==> config.mk <==
export PLATFORM = sky130hd
export DESIGN_NAME = djk_dual_jk
export DESIGN_NICKNAME = d
export VERILOG_FILES = /design/src/hdl/djk_pkg.sv /design/src/hdl/djk_dual_jk.sv
export SDC_FILE = /design/constraint.sdc
export NUM_CORES = 1
export LEC_CHECK = 0
export ABC_AREA = 1
export BUFFER_PORTS_ARGS = -buffer_cell sky130_fd_sc_hd__clkbuf_2
export CORE_MARGIN = 4
export CORE_UTILIZATION = 35
export DETAILED_ROUTE_END_ITERATION = 10
export SETUP_SLACK_MARGIN = 0.2
export SYNTH_ARGS = -nofsm -noshare
export SYNTH_HDL_FRONTEND = slang
export SYNTH_SLANG_ARGS = --single-unit
==> constraint.sdc <==
create_clock -name clk_i -period 1.4 [get_ports clk_i]
set_clock_uncertainty 0.1 [all_clocks]
set_input_delay 0.14 -clock clk_i [delete_from_list [all_inputs] [get_ports clk_i]]
set_output_delay 0.14 -clock clk_i [all_outputs]
set_load 0.005 [all_outputs]
==> src/hdl/djk_pkg.sv <==
package djk_pkg;

  // Number of storage elements in the block.
  localparam int unsigned DJK_NUM_ELEM = 2;

  // Values the outputs take while rst_i is high.
  localparam logic DJK_Q_RST   = 1'b0;
  localparam logic DJK_Q_N_RST = 1'b1;

  // Level a sampled shared clock is assumed to have before the first sample.
  localparam logic DJK_CLK_RST = 1'b0;

  // Local clock period and the data setup time ahead of the falling edge.
  localparam int unsigned DJK_CLK_PERIOD_PS = 5000;
  localparam int unsigned DJK_SETUP_PS      = 5000;

  // Setup time as whole clock cycles, rounded up, at least one.
  localparam int unsigned DJK_SETUP_RAW =
    (DJK_SETUP_PS + DJK_CLK_PERIOD_PS - 1) / DJK_CLK_PERIOD_PS;
  localparam int unsigned DJK_SETUP_CYC = (DJK_SETUP_RAW < 1) ? 1 : DJK_SETUP_RAW;

endpackage

==> src/hdl/djk_dual_jk.sv <==
`timescale 1ns/1ps
module djk_dual_jk #(
  parameter int unsigned SETUP_CYC = djk_pkg::DJK_SETUP_CYC
) (
  input  wire logic                            clk_i,
  input  wire logic                            rst_i,
  input  wire logic                            shared_clock_in_i,
  input  wire logic [djk_pkg::DJK_NUM_ELEM-1:0] j_i,
  input  wire logic [djk_pkg::DJK_NUM_ELEM-1:0] k_i,
  input  wire logic [djk_pkg::DJK_NUM_ELEM-1:0] set_n_i,
  input  wire logic                            clr_n_i,
  output logic      [djk_pkg::DJK_NUM_ELEM-1:0] q_o,
  output logic      [djk_pkg::DJK_NUM_ELEM-1:0] q_n_o
);
  import djk_pkg::*;

  logic                    clk_prev_reg;
  logic                    fall_w;
  logic                    rise_w;
  logic [DJK_NUM_ELEM-1:0] j_pipe_reg [SETUP_CYC];
  logic [DJK_NUM_ELEM-1:0] k_pipe_reg [SETUP_CYC];
  logic [DJK_NUM_ELEM-1:0] j_smp;
  logic [DJK_NUM_ELEM-1:0] k_smp;

  // Previous level of the shared clock pin, used to find its edges.
  always_ff @(posedge clk_i) begin
    if (rst_i) begin
      clk_prev_reg <= DJK_CLK_RST;
    end else begin
      clk_prev_reg <= shared_clock_in_i;
    end
  end

  assign fall_w = clk_prev_reg & ~shared_clock_in_i;
  assign rise_w = ~clk_prev_reg & shared_clock_in_i;

  // Data inputs delayed by the setup time so the edge sees earlier levels.
  always_ff @(posedge clk_i) begin
    j_pipe_reg[0] <= j_i;
    k_pipe_reg[0] <= k_i;
    for (int unsigned s = 1; s < SETUP_CYC; s++) begin
      j_pipe_reg[s] <= j_pipe_reg[s-1];
      k_pipe_reg[s] <= k_pipe_reg[s-1];
    end
  end

  assign j_smp = j_pipe_reg[SETUP_CYC-1];
  assign k_smp = k_pipe_reg[SETUP_CYC-1];

  // One storage element per index, each with its own set and the shared clear.
  for (genvar e = 0; e < DJK_NUM_ELEM; e++) begin : g_elem
    logic forced_w;

    assign forced_w = ~set_n_i[e] | ~clr_n_i;

    always_ff @(posedge clk_i) begin
      if (rst_i) begin
        q_o[e]   <= DJK_Q_RST;
        q_n_o[e] <= DJK_Q_N_RST;
      end else if (forced_w) begin
        q_o[e]   <= ~set_n_i[e];
        q_n_o[e] <= ~clr_n_i;
      end else if (fall_w) begin
        case ({j_smp[e], k_smp[e]})
          2'h3: begin
            q_o[e]   <= q_n_o[e];
            q_n_o[e] <= q_o[e];
          end
          2'h2: begin
            q_o[e]   <= 1'b1;
            q_n_o[e] <= 1'b0;
          end
          2'h1: begin
            q_o[e]   <= 1'b0;
            q_n_o[e] <= 1'b1;
          end
          default: begin
            q_o[e]   <= q_o[e];
            q_n_o[e] <= q_n_o[e];
          end
        endcase
      end
    end

  end
endmodule

==> results.json <==
{
  "clock.fmax_mhz": 859,
  "rows": 13,
  "vias_in_the_first_global_route": 421,
  "numPortBuffers": 13,
  "drt-initial-drc-count": 12,
  "powerDensity_nw_per_um2": 839,
  "antenna_violations_before_repair": 0,
  "clock-sinks": 9,
  "final_design_area_no_fill_um2": 744,
  "floorplan.die_area_um2": 2180,
  "count_of_distinct_cell_types_in_the_synthesized_netlist": 8,
  "overflow_after_grt": 0,
  "setup_repair_after_global_routing_missed_its_margin": "yes",
  "clockBufferDepth": 2,
  "sum_of_negative_setup_slack_ns": 0,
  "placedCellCount": 110,
  "synth.largest_area_cell": "dfxtp_1",
  "multi_input_gate_area_um2": 313,
  "worst-path-max-fanout": 3,
  "post-route-drc-count": 0,
  "start_util_pct": 38.8,
  "worst_setup_path_start_kind": "flip-flop",
  "core_um2": 1350,
  "ff_latch_area_um2": 190,
  "critical_path_required_ns": 1.45,
  "design_power_total_uw": 624,
  "diodes": 0,
  "detailed_place.area_um2": 633,
  "cts-htree-levels": 1,
  "dr.pass1.iters": 4,
  "maxCapViolations": 0,
  "largest_net_degree_at_the_start_of_global_routing": 7,
  "synth_top_family_by_area": "simple AND/OR/NAND/NOR gates",
  "timing_max_transition_violations_final": 0,
  "grt_first_pass_wirelength_mm": 1.72,
  "cts_tree": "done",
  "yosysWarningCount": 0,
  "avgViaCountPerCell": 4.09,
  "post-cts-setup-buffers": 0,
  "area_delta_synth_final_pct": 42.0,
  "clock-root-buffer": "clkbuf_4",
  "met3_wirelength_um": 91,
  "final_setup_violation_count": 0,
  "power.leakage_uw": 0.000421,
  "avgRoutedWirePerCell_um": 8.43,
  "die_x_um": 46.7,
  "syn-mean-instance-area_um2": 6.39,
  "status": "complete, no violations",
  "final_layout_size_suffix_gt1_share_pct": 34.3,
  "detail_route.wirelength_mm": 1.01,
  "tightestPinTransition_ns": 0.131,
  "timing.slew.headroom_pct": 91.3,
  "postRouteAntennaNets": 0,
  "boundaryPins": 14,
  "post_synth_instance_area_um2": 524,
  "synth-seq-area-share_pct": 34.4,
  "syn_inst": 82,
  "yosys.area_share.xor_xnor_pct": 0,
  "cts_buffers": 3,
  "clkTransAtPathRegs_ns": 0.06,
  "syn-num-nets": 98,
  "dr.max_layer_used": "met4",
  "synth_compound_gate_area_share_pct": 0,
  "end_kind": "flip-flop",
  "gpl.final_weighted_congestion": 0.745,
  "synth_area_leaders": "dfxtp_1, nand2_1, ha_1",
  "vias": 491,
  "multiplexer_fraction_of_the_synthesized_cell_area_pct": 0,
  "post-synth-top-area-fraction_pct": 34.4,
  "critPathArrivalTime_ns": 1.21,
  "n_fill_cell": 132,
  "vdd_ir_drop_max_mv": 0.775,
  "detail_route.wirelength.met1_um": 507,
  "post-route-util_pct": 55.1,
  "fin_nets": 122,
  "synthesized_flop_and_latch_total": 9,
  "die_h_um": 46.7,
  "wl_met2_um": 401,
  "clkLatencyLatePin_ns": 0.26,
  "post_synth_fa_ha_maj_area_fraction_pct": 14.3,
  "synth-simple-area-share_pct": 37.7,
  "global_route.usage.total_pct": 11.5,
  "hold_vio_cnt_final": 0,
  "timing_worst_setup_path_type": "reg2reg",
  "post-dp-hpwl_um": 812,
  "timing.final.crit_period_ns": 1.16,
  "hold_class": "in2reg",
  "min_period_over_period_pct": 83.1,
  "layout.cells.non_filler": 120
}
==> critical path, cell delays in order (launching register included) <==
cell	delay, ns
dfxtp_4	0.35
ha_1	0.21
nor2_4	0.10
nand2_1	0.05
nand2_1	0.07
nand2_1	0.05
nand2_1	0.06
nand3_1	0.06
==> path summary, 6_finish.rpt <==
check                                       from       end  slack, ns  cells past startpoint
worst min register to register          q_n_o[0]  q_n_o[0]       0.41                      2
worst min-delay path                  set_n_i[1]    q_o[1]       0.06                      4
worst max-delay path            j_pipe_reg[0][1]  q_n_o[1]       0.24                      7
worst max register to register  j_pipe_reg[0][1]  q_n_o[1]       0.24                      7
==> synth_stat cells <==
| cell type | count |
|---|---|
| inv_2 | 2 |
| nand2_1 | 31 |
| ha_1 | 6 |
| dfxtp_1 | 9 |
| inv_1 | 17 |
| nand3_1 | 9 |
| nand3_2 | 1 |
| nor2_1 | 7 |
==> cells by family after synthesis <==
kind of cell / after synthesis
and+or+nand+nor: 48
buffers and inverters: 19
adders and majority gates: 6
DFF: 9
==> report_power, final <==
group	total, µW	switching (µW)	leakage, µW	internal, µW
Combinational	142	71.5	0.000330	70.6
Sequential	288	14.9	0.0000762	274
Clock	194	84.2	0.0000150	109
==> repair_timing <==
item | CTS | global route
hold endpoints to repair | 5 | 0
gates resized for setup | 6 | 12
endpoints found under the setup margin | 4 | 4
hold buffers | 6 | 0
pin swaps | 0 | 8
==> cells in the final DEF, fill, tap and decap left out, drive strengths merged <==
cell         instances
nand2               31
inv                 19
clkbuf              17
nand3               10
dfxtp                9
nor2                 7
dlygate4sd3          6
ha                   6
==> routing by layer <==
layer / vias to the layer above / global-route usage, %
li1: 289 / -
met3: 2 / 7.03
met1: 188 / 15.9
met4: 0 / 3.31
met5: - / 0
met2: 12 / 14.8
==> final cells by class <==
type / count / share of cell area, %
Multi-Input combinational cell: 54 / 42.0
Timing Repair Buffer: 19 / 16.8
Sequential cell: 9 / 25.5
Clock buffer: 4 / 3.53
Inverter: 19 / 9.58
Tap cell: 15 / 2.52
==> stage by stage <==
step / hold WS [ns] / setup slack, ns
3_3_place_gp: 0.142 / 0.160
4_1_cts: 0.0829 / 0.201
2_1_floorplan: 0.0677 / 0.234
5_1_grt: 0.0648 / 0.114
3_5_place_dp: 0.144 / 0.143
6_report: 0.0624 / 0.236
Power figures use the tool's default switching activity.
